<file path="config.mk">
export PLATFORM = sky130hd
export DESIGN_NAME = argc_regs
export DESIGN_NICKNAME = d
export VERILOG_FILES = /design/src/argc_pkg.sv /design/src/argc_regs.sv
export SDC_FILE = /design/constraint.sdc
export NUM_CORES = 1
export LEC_CHECK = 0
export BUFFER_PORTS_ARGS = -buffer_cell sky130_fd_sc_hd__buf_2
export CAP_MARGIN = 20
export CORE_MARGIN = 1.5
export CORE_UTILIZATION = 61
export DETAILED_ROUTE_END_ITERATION = 10
export PLACE_DENSITY_LB_ADDON = 0.12
export SETUP_SLACK_MARGIN = 0.2
export SLEW_MARGIN = 20
export SYNTH_ARGS = -nofsm -noshare
export SYNTH_HDL_FRONTEND = slang
export SYNTH_SLANG_ARGS = --single-unit
</file>
<file path="constraint.sdc">
create_clock -name CORE_CLK -period 10.4 [get_ports CORE_CLK]
set_input_delay 1.04 -clock CORE_CLK [delete_from_list [all_inputs] [get_ports CORE_CLK]]
set_output_delay 1.04 -clock CORE_CLK [all_outputs]
set_load 0.05 [all_outputs]
</file>
<file path="src/argc_pkg.sv">
package argc_pkg;

  // ---------------------------------------------------------------
  // serial control port framing
  // ---------------------------------------------------------------
  localparam int          ARGC_FRAME_BITS = 16;
  localparam logic [3:0]  ARGC_CNT_LAST   = 4'hF;
  localparam logic [3:0]  ARGC_CNT_ONE    = 4'h1;
  localparam logic [3:0]  ARGC_ADDR_HI    = 4'h0;
  localparam logic [7:0]  ARGC_RESET_VAL  = 8'h00;

  // ---------------------------------------------------------------
  // register indices (low nibble of the 8-bit address)
  // ---------------------------------------------------------------
  localparam logic [3:0]  ARGC_IDX_MODE = 4'h0;
  localparam logic [3:0]  ARGC_IDX_OUT  = 4'h1;
  localparam logic [3:0]  ARGC_IDX_EP   = 4'h2;
  localparam logic [3:0]  ARGC_IDX_LS   = 4'h3;
  localparam logic [3:0]  ARGC_IDX_RSVD = 4'h4;
  localparam logic [3:0]  ARGC_IDX_HPL  = 4'h5;
  localparam logic [3:0]  ARGC_IDX_HPR  = 4'h6;
  localparam logic [3:0]  ARGC_IDX_LINE = 4'h7;
  localparam logic [3:0]  ARGC_IDX_VP   = 4'h8;
  localparam logic [3:0]  ARGC_IDX_CLK  = 4'h9;
  localparam logic [3:0]  ARGC_IDX_REF  = 4'hA;
  localparam logic [3:0]  ARGC_IDX_FBI  = 4'hB;
  localparam logic [3:0]  ARGC_IDX_FRAC = 4'hC;
  localparam logic [3:0]  ARGC_IDX_POST = 4'hD;
  localparam logic [3:0]  ARGC_IDX_DAC  = 4'hE;

  // ---------------------------------------------------------------
  // field positions
  // ---------------------------------------------------------------
  localparam int ARGC_MODE_VALID_BIT = 3;
  localparam int ARGC_CAPLESS_BIT    = 4;
  localparam int ARGC_EP_EN_BIT      = 0;
  localparam int ARGC_LS_EN_BIT      = 1;
  localparam int ARGC_HPL_EN_BIT     = 2;
  localparam int ARGC_HPR_EN_BIT     = 3;
  localparam int ARGC_LINE_EXCL_BIT  = 4;
  localparam int ARGC_PCM_EXCL_BIT   = 5;
  localparam int ARGC_MONO_EXCL_BIT  = 6;
  localparam int ARGC_HP_EXCL_BIT    = 7;
  localparam int ARGC_HALVE_BIT      = 0;
  localparam int ARGC_SRC_BIT        = 1;
  localparam int ARGC_CORE_BIT       = 2;
  localparam int ARGC_SYNTH_EN_BIT   = 3;
  localparam int ARGC_TRIM_L_LSB     = 0;
  localparam int ARGC_TRIM_R_LSB     = 3;
  localparam int ARGC_PCM_L_LSB      = 3;
  localparam int ARGC_PCM_R_LSB      = 5;
  localparam int ARGC_PRESCALE_LSB   = 4;

  // ---------------------------------------------------------------
  // mixer mode table, one bit per mode index
  // ---------------------------------------------------------------
  localparam logic [7:0] ARGC_MONO_MODES = 8'hCA;
  localparam logic [7:0] ARGC_LINE_MODES = 8'h6C;
  localparam logic [7:0] ARGC_PCM_MODES  = 8'hF0;
  localparam logic [2:0] ARGC_SYNTH_MIN_MODE = 3'h4;

  // ---------------------------------------------------------------
  // gain tables in signed dB, mute shown as ARGC_DB_MUTE
  // ---------------------------------------------------------------
  localparam logic [7:0] ARGC_DB_MUTE      = 8'h80;
  localparam logic [7:0] ARGC_TRIM_STEP    = 8'h03;
  localparam logic [7:0] ARGC_LINE_OFFS    = 8'hFA;
  localparam logic [7:0] ARGC_VOICE_OFFS   = 8'hF4;
  localparam logic [7:0] ARGC_PCM_OFFS     = 8'hFD;
  localparam logic [7:0] ARGC_VOL_DB [32] = '{
    8'h80, 8'hC8, 8'hCC, 8'hD0, 8'hD3, 8'hD6, 8'hD9, 8'hDC,
    8'hDF, 8'hE2, 8'hE4, 8'hE6, 8'hE8, 8'hEA, 8'hEC, 8'hEE,
    8'hF0, 8'hF2, 8'hF4, 8'hF6, 8'hF8, 8'hFA, 8'hFC, 8'hFD,
    8'hFE, 8'hFF, 8'h00, 8'h01, 8'h02, 8'h03, 8'h04, 8'h05};

  // ---------------------------------------------------------------
  // divider and converter constants
  // ---------------------------------------------------------------
  localparam logic [3:0] ARGC_PRESCALE_FLOOR = 4'h1;
  localparam logic [4:0] ARGC_PRESCALE_MIN   = 5'h02;
  localparam logic [7:0] ARGC_FB_FLOOR       = 8'h0A;
  localparam logic [7:0] ARGC_OSR_TABLE [4]  = '{8'h7D, 8'h80, 8'h40, 8'h20};

  typedef enum logic [1:0] {
    ARGC_IDLE  = 2'b00,
    ARGC_SHIFT = 2'b01,
    ARGC_WAIT  = 2'b10
  } argc_spi_state_t;

  // ---------------------------------------------------------------
  // shared functions
  // ---------------------------------------------------------------
  function automatic logic argc_mapped(input logic [7:0] addr);
    argc_mapped = (addr[7:4] == ARGC_ADDR_HI) && (addr[3:0] != ARGC_IDX_RSVD) &&
                  (addr[3:0] <= ARGC_IDX_DAC);
  endfunction : argc_mapped

  function automatic logic [7:0] argc_trim_db(input logic [2:0] code,
                                              input logic [7:0] offs);
    logic [7:0] prod;
    prod = 8'({5'h00, code} * ARGC_TRIM_STEP);
    argc_trim_db = 8'(prod + offs);
  endfunction : argc_trim_db

  function automatic logic [4:0] argc_halves(input logic [3:0] code);
    argc_halves = 5'({1'b0, code} + 5'h01);
  endfunction : argc_halves

endpackage : argc_pkg

</file>
<file path="src/argc_regs.sv">
// Notes on behaviour
// - mode register bit 4 selects capless headphones
// - mode 0 shuts down every output
// - earpiece and speaker enable bits switch outputs
// - headphone enables; capless and off means mute
// - line exclusive enables only line inputs
// - pcm exclusive enables only converter inputs
// - mono exclusive enables mono mux, drops headphone
// - headphone exclusive enables only headphone mux
// - 5-bit level codes follow step table
// - line trims -6 to +15 dB
// - voice trim -12 to +9 dB
// - converter trims -3 to +6 dB
// - halve bit divides master clock by two
// - source bit picks master or serial clock
// - core clock from synth input or output
// - synth enable effective only in modes 4-7
// - prescale divide 1 to 8 in halves
// - oversampling codes give 125, 128, 64, 32
// - reference divider off at zero, (code+1)/2
// - feedback integer off at zero, min 10
// - post divider off at zero, (code+1)/2
// - fraction adds code/32 to feedback
// - 8-bit write-only registers, device is slave
// - all registers clear to zero at reset
`timescale 1ns/1ps
module argc_regs
  import argc_pkg::*;
(
  input  wire logic       CORE_CLK,
  input  wire logic       RESET,
  input  wire logic       SPI_ENB_N,
  input  wire logic       SPI_SCK,
  input  wire logic       SPI_SDI,
  output logic [2:0]      MIXER_MODE,
  output logic            CAPLESS_HP_SELECT,
  output logic            CAP_COUPLED_OUT,
  output logic            EARPIECE_ON,
  output logic            SPEAKER_ON,
  output logic            HEADPHONE_LEFT_ON,
  output logic            HEADPHONE_RIGHT_ON,
  output logic            HEADPHONE_LEFT_MUTE,
  output logic            HEADPHONE_RIGHT_MUTE,
  output logic            MONO_IN_ON,
  output logic            LINE_IN_LEFT_ON,
  output logic            LINE_IN_RIGHT_ON,
  output logic            PCM_LEFT_CH_ON,
  output logic            PCM_RIGHT_CH_ON,
  output logic            MONO_MUX_ON,
  output logic            HP_MUX_ON,
  output logic [7:0]      EARPIECE_LEVEL_DB,
  output logic [7:0]      SPEAKER_LEVEL_DB,
  output logic [7:0]      HEADPHONE_LEFT_LEVEL_DB,
  output logic [7:0]      HEADPHONE_RIGHT_LEVEL_DB,
  output logic [7:0]      LINE_LEFT_TRIM_DB,
  output logic [7:0]      LINE_RIGHT_TRIM_DB,
  output logic [7:0]      VOICE_TRIM_DB,
  output logic [7:0]      PCM_LEFT_TRIM_DB,
  output logic [7:0]      PCM_RIGHT_TRIM_DB,
  output logic            MCLK_HALVE,
  output logic            SYNTH_SRC_ASI_CLK,
  output logic            CORE_CLK_FROM_SYNTH,
  output logic            SYNTH_ENABLE,
  output logic [4:0]      PRESCALE_HALVES,
  output logic            SYNTH_REF_OFF,
  output logic [7:0]      SYNTH_REF_HALVES,
  output logic            SYNTH_FB_OFF,
  output logic [7:0]      SYNTH_FB_INT,
  output logic [4:0]      SYNTH_FRACTION,
  output logic            SYNTH_POST_OFF,
  output logic [4:0]      SYNTH_POST_HALVES,
  output logic [7:0]      OSR_RATIO
);

  // ---------------------------------------------------------------
  // serial control port
  // ---------------------------------------------------------------
  argc_spi_state_t state_ff, nxt_state;
  logic [3:0]      cnt_ff, nxt_cnt;
  logic [15:0]     shift_ff, nxt_shift;
  logic            sck_prev_ff, nxt_sck_prev;
  logic            sck_rise;
  logic            wr_fire;
  logic [15:0]     frame;

  assign sck_rise = SPI_SCK & ~sck_prev_ff;
  assign frame    = {shift_ff[ARGC_FRAME_BITS-2:0], SPI_SDI};

  always_comb begin
    nxt_state    = state_ff;
    nxt_cnt      = cnt_ff;
    nxt_shift    = shift_ff;
    nxt_sck_prev = SPI_SCK;
    wr_fire      = 1'b0;
    if (SPI_ENB_N) begin
      nxt_state = ARGC_IDLE;
      nxt_cnt   = '0;
    end else begin
      case (state_ff)
        ARGC_IDLE, ARGC_SHIFT: begin
          nxt_state = ARGC_SHIFT;
          if (sck_rise) begin
            nxt_shift = frame;
            if (cnt_ff == ARGC_CNT_LAST) begin
              wr_fire   = 1'b1;
              nxt_state = ARGC_WAIT;
            end else begin
              nxt_cnt = 4'(cnt_ff + ARGC_CNT_ONE);
            end
          end
        end
        ARGC_WAIT: begin
          nxt_state = ARGC_WAIT;
        end
        default: begin
          nxt_state = ARGC_IDLE;
        end
      endcase
    end
  end

  always_ff @(posedge CORE_CLK or posedge RESET) begin
    if (RESET) begin
      state_ff    <= ARGC_IDLE;
      cnt_ff      <= '0;
      shift_ff    <= '0;
      sck_prev_ff <= 1'b0;
    end else begin
      state_ff    <= nxt_state;
      cnt_ff      <= nxt_cnt;
      shift_ff    <= nxt_shift;
      sck_prev_ff <= nxt_sck_prev;
    end
  end

  // ---------------------------------------------------------------
  // write-only register file
  // ---------------------------------------------------------------
  logic [7:0] regs_ff  [16];
  logic [7:0] nxt_regs [16];

  always_comb begin
    nxt_regs = regs_ff;
    if (wr_fire && argc_mapped(frame[15:8])) begin
      nxt_regs[frame[11:8]] = frame[7:0];
    end
  end

  always_ff @(posedge CORE_CLK or posedge RESET) begin
    if (RESET) begin
      for (int i = 0; i < 16; i++) begin
        regs_ff[i] <= ARGC_RESET_VAL;
      end
    end else begin
      regs_ff <= nxt_regs;
    end
  end

  // ---------------------------------------------------------------
  // field decode
  // ---------------------------------------------------------------
  logic [7:0] r_mode, r_out, r_vp, r_clk, r_line;
  logic       mv;
  logic [2:0] midx;
  logic       mono_mux, hp_mux, lx, px;
  logic       capless;

  assign r_mode  = regs_ff[ARGC_IDX_MODE];
  assign r_out   = regs_ff[ARGC_IDX_OUT];
  assign r_vp    = regs_ff[ARGC_IDX_VP];
  assign r_clk   = regs_ff[ARGC_IDX_CLK];
  assign r_line  = regs_ff[ARGC_IDX_LINE];
  assign mv      = r_mode[ARGC_MODE_VALID_BIT] & (r_mode[2:0] != 3'h0);
  assign midx    = mv ? r_mode[2:0] : 3'h0;
  assign capless = r_mode[ARGC_CAPLESS_BIT];
  assign lx      = r_out[ARGC_LINE_EXCL_BIT];
  assign px      = r_out[ARGC_PCM_EXCL_BIT];
  assign mono_mux = mv & (r_out[ARGC_MONO_EXCL_BIT] | ~r_out[ARGC_HP_EXCL_BIT]);
  assign hp_mux   = mv & ~r_out[ARGC_MONO_EXCL_BIT];

  // decoded outputs, one flop each
  logic [2:0] mode_ff;
  logic       capless_ff, cap_ff, ep_ff, ls_ff, hpl_ff, hpr_ff, hplm_ff, hprm_ff;
  logic       mono_in_ff, line_l_ff, line_r_ff, pcm_l_ff, pcm_r_ff, mmux_ff, hmux_ff;
  logic [7:0] ep_db_ff, ls_db_ff, hpl_db_ff, hpr_db_ff;
  logic [7:0] ll_db_ff, lr_db_ff, v_db_ff, pl_db_ff, pr_db_ff;
  logic       halve_ff, src_ff, core_ff, synth_ff, ref_off_ff, fb_off_ff, post_off_ff;
  logic [4:0] pre_ff, frac_ff, post_ff;
  logic [7:0] ref_ff, fb_ff, osr_ff;

  logic [2:0] nxt_mode;
  logic       nxt_capless, nxt_cap, nxt_ep, nxt_ls, nxt_hpl, nxt_hpr, nxt_hplm, nxt_hprm;
  logic       nxt_mono_in, nxt_line_l, nxt_line_r, nxt_pcm_l, nxt_pcm_r, nxt_mmux, nxt_hmux;
  logic [7:0] nxt_ep_db, nxt_ls_db, nxt_hpl_db, nxt_hpr_db;
  logic [7:0] nxt_ll_db, nxt_lr_db, nxt_v_db, nxt_pl_db, nxt_pr_db;
  logic       nxt_halve, nxt_src, nxt_core, nxt_synth, nxt_ref_off, nxt_fb_off, nxt_post_off;
  logic [4:0] nxt_pre, nxt_frac, nxt_post;
  logic [7:0] nxt_ref, nxt_fb, nxt_osr;

  always_comb begin
    nxt_mode     = midx;
    nxt_capless  = capless;
    nxt_cap      = ~capless;
    nxt_ep       = mono_mux & r_out[ARGC_EP_EN_BIT];
    nxt_ls       = mono_mux & r_out[ARGC_LS_EN_BIT];
    nxt_hpl      = hp_mux & r_out[ARGC_HPL_EN_BIT];
    nxt_hpr      = hp_mux & r_out[ARGC_HPR_EN_BIT];
    nxt_hplm     = hp_mux & capless & ~r_out[ARGC_HPL_EN_BIT];
    nxt_hprm     = hp_mux & capless & ~r_out[ARGC_HPR_EN_BIT];
    nxt_mono_in  = ARGC_MONO_MODES[midx] & ~lx & ~px;
    nxt_line_l   = mv & (lx | (~px & ARGC_LINE_MODES[midx]));
    nxt_line_r   = nxt_line_l;
    nxt_pcm_l    = mv & ~lx & (px | ARGC_PCM_MODES[midx]);
    nxt_pcm_r    = nxt_pcm_l;
    nxt_mmux     = mono_mux;
    nxt_hmux     = hp_mux;
    nxt_ep_db    = ARGC_VOL_DB[regs_ff[ARGC_IDX_EP][4:0]];
    nxt_ls_db    = ARGC_VOL_DB[regs_ff[ARGC_IDX_LS][4:0]];
    nxt_hpl_db   = ARGC_VOL_DB[regs_ff[ARGC_IDX_HPL][4:0]];
    nxt_hpr_db   = ARGC_VOL_DB[regs_ff[ARGC_IDX_HPR][4:0]];
    nxt_ll_db    = argc_trim_db(r_line[ARGC_TRIM_L_LSB +: 3], ARGC_LINE_OFFS);
    nxt_lr_db    = argc_trim_db(r_line[ARGC_TRIM_R_LSB +: 3], ARGC_LINE_OFFS);
    nxt_v_db     = argc_trim_db(r_vp[ARGC_TRIM_L_LSB +: 3], ARGC_VOICE_OFFS);
    nxt_pl_db    = argc_trim_db({1'b0, r_vp[ARGC_PCM_L_LSB +: 2]}, ARGC_PCM_OFFS);
    nxt_pr_db    = argc_trim_db({1'b0, r_vp[ARGC_PCM_R_LSB +: 2]}, ARGC_PCM_OFFS);
    nxt_halve    = r_clk[ARGC_HALVE_BIT];
    nxt_src      = r_clk[ARGC_SRC_BIT];
    nxt_core     = r_clk[ARGC_CORE_BIT];
    nxt_synth    = r_clk[ARGC_SYNTH_EN_BIT] & mv & (midx >= ARGC_SYNTH_MIN_MODE);
    nxt_pre      = (r_clk[ARGC_PRESCALE_LSB +: 4] <= ARGC_PRESCALE_FLOOR) ?
                   ARGC_PRESCALE_MIN : argc_halves(r_clk[ARGC_PRESCALE_LSB +: 4]);
    nxt_osr      = ARGC_OSR_TABLE[regs_ff[ARGC_IDX_DAC][1:0]];
    nxt_ref_off  = (regs_ff[ARGC_IDX_REF][6:0] == 7'h00);
    nxt_ref      = 8'({1'b0, regs_ff[ARGC_IDX_REF][6:0]} + 8'h01);
    nxt_fb_off   = (regs_ff[ARGC_IDX_FBI] == 8'h00);
    nxt_fb       = (regs_ff[ARGC_IDX_FBI] <= ARGC_FB_FLOOR) ?
                   ARGC_FB_FLOOR : regs_ff[ARGC_IDX_FBI];
    nxt_frac     = regs_ff[ARGC_IDX_FRAC][4:0];
    nxt_post_off = (regs_ff[ARGC_IDX_POST][3:0] == 4'h0);
    nxt_post     = argc_halves(regs_ff[ARGC_IDX_POST][3:0]);
  end

  always_ff @(posedge CORE_CLK or posedge RESET) begin
    if (RESET) begin
      mode_ff <= '0; capless_ff <= 1'b0; cap_ff <= 1'b1;
      ep_ff <= 1'b0; ls_ff <= 1'b0; hpl_ff <= 1'b0; hpr_ff <= 1'b0;
      hplm_ff <= 1'b0; hprm_ff <= 1'b0; mono_in_ff <= 1'b0;
      line_l_ff <= 1'b0; line_r_ff <= 1'b0; pcm_l_ff <= 1'b0; pcm_r_ff <= 1'b0;
      mmux_ff <= 1'b0; hmux_ff <= 1'b0;
      ep_db_ff <= ARGC_DB_MUTE; ls_db_ff <= ARGC_DB_MUTE;
      hpl_db_ff <= ARGC_DB_MUTE; hpr_db_ff <= ARGC_DB_MUTE;
      ll_db_ff <= ARGC_LINE_OFFS; lr_db_ff <= ARGC_LINE_OFFS; v_db_ff <= ARGC_VOICE_OFFS;
      pl_db_ff <= ARGC_PCM_OFFS; pr_db_ff <= ARGC_PCM_OFFS;
      halve_ff <= 1'b0; src_ff <= 1'b0; core_ff <= 1'b0; synth_ff <= 1'b0;
      pre_ff <= ARGC_PRESCALE_MIN; osr_ff <= ARGC_OSR_TABLE[0];
      ref_off_ff <= 1'b1; ref_ff <= 8'h01; fb_off_ff <= 1'b1; fb_ff <= ARGC_FB_FLOOR;
      frac_ff <= '0; post_off_ff <= 1'b1; post_ff <= 5'h01;
    end else begin
      mode_ff <= nxt_mode; capless_ff <= nxt_capless; cap_ff <= nxt_cap;
      ep_ff <= nxt_ep; ls_ff <= nxt_ls; hpl_ff <= nxt_hpl; hpr_ff <= nxt_hpr;
      hplm_ff <= nxt_hplm; hprm_ff <= nxt_hprm; mono_in_ff <= nxt_mono_in;
      line_l_ff <= nxt_line_l; line_r_ff <= nxt_line_r;
      pcm_l_ff <= nxt_pcm_l; pcm_r_ff <= nxt_pcm_r;
      mmux_ff <= nxt_mmux; hmux_ff <= nxt_hmux;
      ep_db_ff <= nxt_ep_db; ls_db_ff <= nxt_ls_db;
      hpl_db_ff <= nxt_hpl_db; hpr_db_ff <= nxt_hpr_db;
      ll_db_ff <= nxt_ll_db; lr_db_ff <= nxt_lr_db; v_db_ff <= nxt_v_db;
      pl_db_ff <= nxt_pl_db; pr_db_ff <= nxt_pr_db;
      halve_ff <= nxt_halve; src_ff <= nxt_src; core_ff <= nxt_core; synth_ff <= nxt_synth;
      pre_ff <= nxt_pre; osr_ff <= nxt_osr;
      ref_off_ff <= nxt_ref_off; ref_ff <= nxt_ref; fb_off_ff <= nxt_fb_off; fb_ff <= nxt_fb;
      frac_ff <= nxt_frac; post_off_ff <= nxt_post_off; post_ff <= nxt_post;
    end
  end

  // ---------------------------------------------------------------
  // port drive
  // ---------------------------------------------------------------
  assign MIXER_MODE = mode_ff;
  assign CAPLESS_HP_SELECT = capless_ff;
  assign CAP_COUPLED_OUT = cap_ff;
  assign EARPIECE_ON = ep_ff;
  assign SPEAKER_ON = ls_ff;
  assign HEADPHONE_LEFT_ON = hpl_ff;
  assign HEADPHONE_RIGHT_ON = hpr_ff;
  assign HEADPHONE_LEFT_MUTE = hplm_ff;
  assign HEADPHONE_RIGHT_MUTE = hprm_ff;
  assign MONO_IN_ON = mono_in_ff;
  assign LINE_IN_LEFT_ON = line_l_ff;
  assign LINE_IN_RIGHT_ON = line_r_ff;
  assign PCM_LEFT_CH_ON = pcm_l_ff;
  assign PCM_RIGHT_CH_ON = pcm_r_ff;
  assign MONO_MUX_ON = mmux_ff;
  assign HP_MUX_ON = hmux_ff;
  assign EARPIECE_LEVEL_DB = ep_db_ff;
  assign SPEAKER_LEVEL_DB = ls_db_ff;
  assign HEADPHONE_LEFT_LEVEL_DB = hpl_db_ff;
  assign HEADPHONE_RIGHT_LEVEL_DB = hpr_db_ff;
  assign LINE_LEFT_TRIM_DB = ll_db_ff;
  assign LINE_RIGHT_TRIM_DB = lr_db_ff;
  assign VOICE_TRIM_DB = v_db_ff;
  assign PCM_LEFT_TRIM_DB = pl_db_ff;
  assign PCM_RIGHT_TRIM_DB = pr_db_ff;
  assign MCLK_HALVE = halve_ff;
  assign SYNTH_SRC_ASI_CLK = src_ff;
  assign CORE_CLK_FROM_SYNTH = core_ff;
  assign SYNTH_ENABLE = synth_ff;
  assign PRESCALE_HALVES = pre_ff;
  assign SYNTH_REF_OFF = ref_off_ff;
  assign SYNTH_REF_HALVES = ref_ff;
  assign SYNTH_FB_OFF = fb_off_ff;
  assign SYNTH_FB_INT = fb_ff;
  assign SYNTH_FRACTION = frac_ff;
  assign SYNTH_POST_OFF = post_off_ff;
  assign SYNTH_POST_HALVES = post_ff;
  assign OSR_RATIO = osr_ff;
endmodule : argc_regs

</file>
# Word level (Yosys, flattened, before mapping)
# Memories as Yosys holds them, arrays and structs flattened. A register that Yosys moved wholly into a read port is not among the register bits.
# Index checks and enable logic that the tools add are counted.
[classes] reduce_logical=15 muxes=24 n_eq_ne=5 bitwise=37 order_cmp=8 mul=5 n_addsub=9
[ops] op="128-bit bitwise mux" n=1
[ops] op="8-bit demux with 4-bit select" n=1
[ops] op="8-bit 2-to-1 mux" n=4
[ops] op="5-bit inverter with 6-bit output" n=4
[ops] op="1-bit bitwise AND" n=19
[ops] op="8-bit binary-select mux with 2-bit select" n=1
[ops] op="4-bit 2-to-1 mux" n=4
[ops] op="3-bit by 2-bit multiplier with 5-bit output (second input constant)" n=3
[ops] op="6-bit by 4-bit adder with 7-bit output (second input constant)" n=2
[ops] op="5-bit by 3-bit adder with 6-bit output (second input constant)" n=2
[ops] op="4-bit by 1-bit adder with 5-bit output (second input constant)" n=2
[ops] op="1-bit inverter" n=9
[ops] op="7-bit by 1-bit adder with 8-bit output (second input constant)" n=1
[ops] op="8-bit by 4-bit less-or-equal comparator with 1-bit output (second input constant)" n=1
[ops] op="4-bit logical NOT" n=2
[ops] op="8-bit logical NOT" n=1
[ops] op="2-bit by 2-bit multiplier with 4-bit output (second input constant)" n=2
[ops] op="6-bit by 5-bit adder with 7-bit output (second input constant)" n=1
[ops] op="7-bit logical NOT" n=1
[ops] op="1-bit 2-to-1 mux" n=7
[ops] op="3-bit >= comparator (second input constant)" n=2
[ops] op="2-bit 2-to-1 mux" n=3
[ops] op="3-bit AND reduction" n=2
[ops] op="5-bit >= comparator (second input constant)" n=1
[ops] op="21 further kinds" n=27
[totals] romBits=1048 memories=7 elab_cells=162 regBits=245 in_bits=5
[memory_table] name="(no name shown)" depth=32 word_bits=8 read_ports=1 rd_clocked_by_memory_dff=1 write_ports=0 line="argc_regs.sv:220" source="nxt_hpr_db = ARGC_VOL_DB[regs_ff[ARGC_IDX_HPR][4:0]];"
[memory_table] name="(no name shown)" depth=32 word_bits=8 read_ports=1 rd_clocked_by_memory_dff=1 write_ports=0 line="argc_regs.sv:219" source="nxt_hpl_db = ARGC_VOL_DB[regs_ff[ARGC_IDX_HPL][4:0]];"
[memory_table] name="(no name shown)" depth=32 word_bits=8 read_ports=1 rd_clocked_by_memory_dff=1 write_ports=0 line="argc_regs.sv:218" source="nxt_ls_db = ARGC_VOL_DB[regs_ff[ARGC_IDX_LS][4:0]];"
[memory_table] name="(no name shown)" depth=32 word_bits=8 read_ports=1 rd_clocked_by_memory_dff=1 write_ports=0 line="argc_regs.sv:217" source="nxt_ep_db = ARGC_VOL_DB[regs_ff[ARGC_IDX_EP][4:0]];"
[memory_table] name="(no name shown)" depth=8 word_bits=1 read_ports=1 rd_clocked_by_memory_dff=0 write_ports=0 line="argc_regs.sv:213" source="nxt_pcm_l = mv & ~lx & (px | ARGC_PCM_MODES[midx]);"
[memory_table] name="(no name shown)" depth=8 word_bits=1 read_ports=1 rd_clocked_by_memory_dff=0 write_ports=0 line="argc_regs.sv:211" source="nxt_line_l = mv & (lx | (~px & ARGC_LINE_MODES[midx]));"
[memory_table] name="+1 memories"

# Depth between registers and ports, before layout
[logic_depth] ltp_word=8 ltp_mapped=7 ltp_nobuf=7

# Worst setup path after synthesis
# No wires, ideal clock.
[synth_path] path_kind="in2reg" start="input port SPI_ENB_N" end="register regs_ff[100] (netlist name)" required_time_ns=10.275 setup_time_ns=0.125 path_slack_ns=7.455 t_arrival_ns=2.820 cell_stages=6 path_cell_list="buf_4 -> nor4b_4 -> nand2_4 -> or4_1 -> buf_6 -> mux2_4"
[synth_via] elab_chain_len=2
[synth_rtl] item="from (decl)" line="argc_regs.sv:32" source="input wire logic SPI_ENB_N,"
[synth_rtl] item="1-bit 2-to-1 mux" line="argc_regs.sv:95" source="if (SPI_ENB_N) begin"
[synth_rtl] item="1-bit logical AND" line="argc_regs.sv:144" source="if (wr_fire && argc_mapped(frame[15:8])) begin"
[synth_rtl] item="to (signal assigned)" line="argc_regs.sv:155" source="regs_ff <= nxt_regs;"
[synth_rtl] item="to (decl)" line="argc_regs.sv:139" source="logic [7:0] regs_ff [16];"
# Every way passes these cells.
# A chain may end at the register's enable or synchronous reset.

# Final worst setup path
[layout_path] start="input port SPI_ENB_N" end="register regs_ff[96] (netlist name)"
# Same word-level chain as after synthesis.

==> results.txt <==
----------------------------------------------------
[Die]
  Site row count ... 45
  Floorplan Core Area ... 15100 µm²
  # IOs ... 141
  Width of the die ... 128 µm
  Die span in y ... 128 µm
  Initial cell density of the core ... 62.4%
  Die Footprint ... 16300 µm²

[Logic synthesis]
  Synthesized Nets ... 795
  Area share of the leading cell type in the synthesized netlist ... 48.9%
  Synthesized instance count ... 727
  Parity-gate share of the synthesized area counting xor and xnor cells ... 1.67%
  Area share of fa/ha/maj cells after synthesis ... 8.76%
  Synthesis warning total ... 0
  Synthesis-stage register bit count ... 218
  Unique masters post-synth ... 51
  Cell taking the most area after synthesis ... sky130_fd_sc_hd__dfrtp_1
  Main combinational cell family by area after synthesis ... multiplexers
  Multiplexer area fraction after synthesis ... 13.8%
  Average instance area after synthesis ... 13.0 µm²
  Synthesized-area fraction occupied by ao, oa, aoi and oai cells ... 4.56%
  Share of synthesized area occupied by flip-flops and latches ... 58.1%
  Share of flip-flops with an asynchronous set or reset after synthesis ... 100%
  Most instantiated flip-flop cell in the synthesis netlist ... sky130_fd_sc_hd__dfrtp_1
  Simple logic cell fraction of the synthesized area ... 8.16%
  Area of the mapped netlist ... 9460 µm²
  Cell types with the largest area share after synthesis ... sky130_fd_sc_hd__dfrtp_1 49%, sky130_fd_sc_hd__mux2_2 11%, sky130_fd_sc_hd__dfstp_2 9.2%, sky130_fd_sc_hd__ha_1 7.8%, sky130_fd_sc_hd__inv_1 2.0%
  Post-synth EDFFs ... 0

[Final layout]
  Final layout net count ... 910
  Most used cells in the layout excluding fill and tap cells ... 185 x sky130_fd_sc_hd__dfrtp_1, 139 x sky130_fd_sc_hd__buf_2, 90 x sky130_fd_sc_hd__mux2_2
  Ratio of cells with drive above 1 in the final layout ... 37.2%
  Sequential cell area ... 5500 µm²
  Fill cell count ... 1033
  Final antenna diode count ... 0
  Combined area of the multi-input logic cells ... 3500 µm²
  Final non-filler cell total ... 1045
  Layout-stage area growth over the synthesis result ... 14.7%
  Leading cell type in the layout, fill and taps excluded ... sky130_fd_sc_hd__dfrtp_1

[STA]
  Setup-failing EPs final ... 0
  Final critical-path share of the clock period ... 26.8%
  Fin Setup TNS ... 0 ps
  Post-route clock skew ... 8.22 ps
  Max-slew headroom ... 43.6%
  Fmax ... 359 MHz
  Hold violation total from the final report ... 0
  Final critical delay including setup and external delays ... 2790 ps
  Max-slew violations ... 0
  Unrepaired setup endpoints after global routing ... false
  Slew at the pin closest to its max-slew limit ... 838 ps

[Global route]
  GRT Util Overall ... 21.5%
  Vias in the first global route ... 5618
  Antenna violations before repair ... 0
  Maximum number of pins on one net before global-route repair ... 153
  GRT overflow ... 0
  Global-route wire length before repair ... 28000 µm

[Clocking]
  H-tree levels ... 1
  CTS clk-pin slew, worst paths ... 60 ps
  Post-CTS setup-driven buffer insertion count ... 0
  Clock insertion delay at the later pin of the skew report ... 490 ps
  Cell chosen for the clock root ... sky130_fd_sc_hd__clkbuf_16
  Total of cells resized after clock tree synthesis ... 0
  Hold-fix buffers, CTS ... 0
  Total clock buffers created by CTS ... 22
  Clock sink count ... 218
  Clock tree from TritonCTS ... yes
  Number of buffers on the longest clock path ... 3

[Worst setup path]
  Data arrival time at the worst-slack endpoint ... 3160 ps
  Data required time at the worst endpoint ... 10770 ps
  Nature of the critical path startpoint ... input port
  Endpoint type of the worst setup path ... register
  Register-to-Register Setup Slack ... 7880 ps
  Type of the worst setup path ... input port to register
  Max Fanout on Critical Path ... 14

[Power]
  Leakage Power ... 0.00552 µW
  Largest vdd supply drop ... 0.116 mV
  Total power per unit cell area ... 159 nW/µm²

[Route]
  Wire per inst ... 16.3 µm
  First-iteration detailed-routing DRC count ... 307
  Vias per cell ... 5.35
  Final wirelength ... 17000 µm
  Vias after detailed routing ... 5586
  Antenna-violating nets left ... 0
  DRT Pass-1 Iters ... 4
  DR DRC count ... 0

[Place]
  Detailed placement HPWL ... 11400 µm
  IO Port Bufs ... 139
  Last weighted congestion value of the routability-driven placer ... 0.823
  Placed cells ... 1005

[Run]
  Number of max-cap violations ... 0

[Run status]
  Status ... completed

[Hold path]
  Hold crit path type ... register to register

----------------------------------------------------
-- report_power, final --
group          internal (µW)  total [µW]  switching, µW
clock                    452         756            304
combinational           20.0        49.3           29.3
sequential               865         921           56.6
total                   1340        1730            390
-- final cells by class --
cell class,instances,share of cell area [%]
Timing Repair Buffer,141,6.61
Multi-Input combinational cell,409,32.2
Inverter,50,1.85
Clock inverter,5,0.507
Clock buffer,34,5.96
Tap cell,188,2.17
Sequential cell,218,50.7
-- Yosys cell counts, types with 2 or more instances --
master                     count
sky130_fd_sc_hd__dfrtp_1     185
sky130_fd_sc_hd__mux2_2       90
sky130_fd_sc_hd__ha_1         59
sky130_fd_sc_hd__inv_1        50
sky130_fd_sc_hd__nand2_1      35
sky130_fd_sc_hd__nor2_1       35
sky130_fd_sc_hd__dfstp_2      33
sky130_fd_sc_hd__clkbuf_1     26
sky130_fd_sc_hd__a21oi_1      24
sky130_fd_sc_hd__buf_4        21
sky130_fd_sc_hd__o21ai_0      21
sky130_fd_sc_hd__nor3_1       13
sky130_fd_sc_hd__nand2b_1     11
sky130_fd_sc_hd__nand3_1       9
sky130_fd_sc_hd__xnor2_1       9
sky130_fd_sc_hd__xor2_1        9
sky130_fd_sc_hd__and2_1        8
sky130_fd_sc_hd__mux2i_1       8
sky130_fd_sc_hd__and3_1        6
sky130_fd_sc_hd__mux4_2        6
sky130_fd_sc_hd__nor2b_1       6
sky130_fd_sc_hd__mux2_4        5
sky130_fd_sc_hd__fa_1          4
sky130_fd_sc_hd__o21a_1        4
sky130_fd_sc_hd__a21o_1        3
sky130_fd_sc_hd__a31oi_1       3
sky130_fd_sc_hd__nand4_1       3
sky130_fd_sc_hd__nor2_2        3
sky130_fd_sc_hd__nor3b_1       3
sky130_fd_sc_hd__nor4_1        3
sky130_fd_sc_hd__o211ai_1      3
sky130_fd_sc_hd__or2_2         3
sky130_fd_sc_hd__a311oi_1      2
sky130_fd_sc_hd__buf_2         2
sky130_fd_sc_hd__nor4_4        2
sky130_fd_sc_hd__o221ai_1      2
sky130_fd_sc_hd__o31a_1        2
sky130_fd_sc_hd__o31ai_1       2
sky130_fd_sc_hd__or2_1         2
-- cells by family (layout without fill, tap and decap cells) --
kind of cell    count (synthesis)  count (layout)
buf+inv                       100             230
simple gates                  146             146
compound gates                 71              71
mux                           109             109
flops                         218             218
other cells                     1               1
xor+xnor                       18              18
fa+ha+maj                      64              64
-- registers in the layout, summed over array words and instances, names as in the netlist, 7 cells and up --
name / cells
r_vp: 7
SPEAKER_LEVEL_DB: 8
LINE_LEFT_TRIM_DB: 7
SYNTH_REF_HALVES: 8
HEADPHONE_RIGHT_LEVEL_DB: 8
shift_ff: 15
r_clk: 8
EARPIECE_LEVEL_DB: 8
HEADPHONE_LEFT_LEVEL_DB: 8
regs_ff: 41
r_out: 8
SYNTH_FB_INT: 8
-- through the flow --
step | worst slack (ps) | util (%) | instance area, µm² | hold slack, ps | power [µW]
final | 7610 | 71.6 | 10800 | 373 | 1730
after detailed placement | 6750 | 66.9 | 10100 | 364 | 986
after global placement | 6820 | 66.9 | 10100 | 357 | 983
after floorplan | 3450 | - | 9460 | 350 | 947
after CTS | 7250 | 71.5 | 10800 | 377 | 1740
after global routing | 7550 | 71.6 | 10800 | 388 | 1790
-- metal layers --
| layer | vias up | track usage (%) | routed length (µm) |
|---|---|---|---|
| met5 | - | 0 | 0 |
| met4 | 0 | 5.08 | 209 |
| met3 | 22 | 3.22 | 690 |
| met2 | 124 | 36.8 | 8520 |
| met1 | 2797 | 29.2 | 7590 |
| li1 | 2643 | - | - |
-- worst paths after layout --
check,start,to,depth (start not counted)
min in group asynchronous,RESET,MIXER_MODE[2],2
min reg2reg,nxt_frac[3],SYNTH_FRACTION[3],0
min,nxt_frac[3],SYNTH_FRACTION[3],0
max reg2reg,shift_ff[12],r_clk[6],4
max in group asynchronous,RESET,SYNTH_FRACTION[1],3
max,SPI_ENB_N,regs_ff[96],6
-- worst max-delay path: stages --
cell                       delay [ps]
sky130_fd_sc_hd__buf_2            150
sky130_fd_sc_hd__nor4b_4          490
sky130_fd_sc_hd__clkbuf_8         300
sky130_fd_sc_hd__nand2_4           90
sky130_fd_sc_hd__or4_1            730
sky130_fd_sc_hd__mux2_4           360
(Power assumes the default switching activity.)
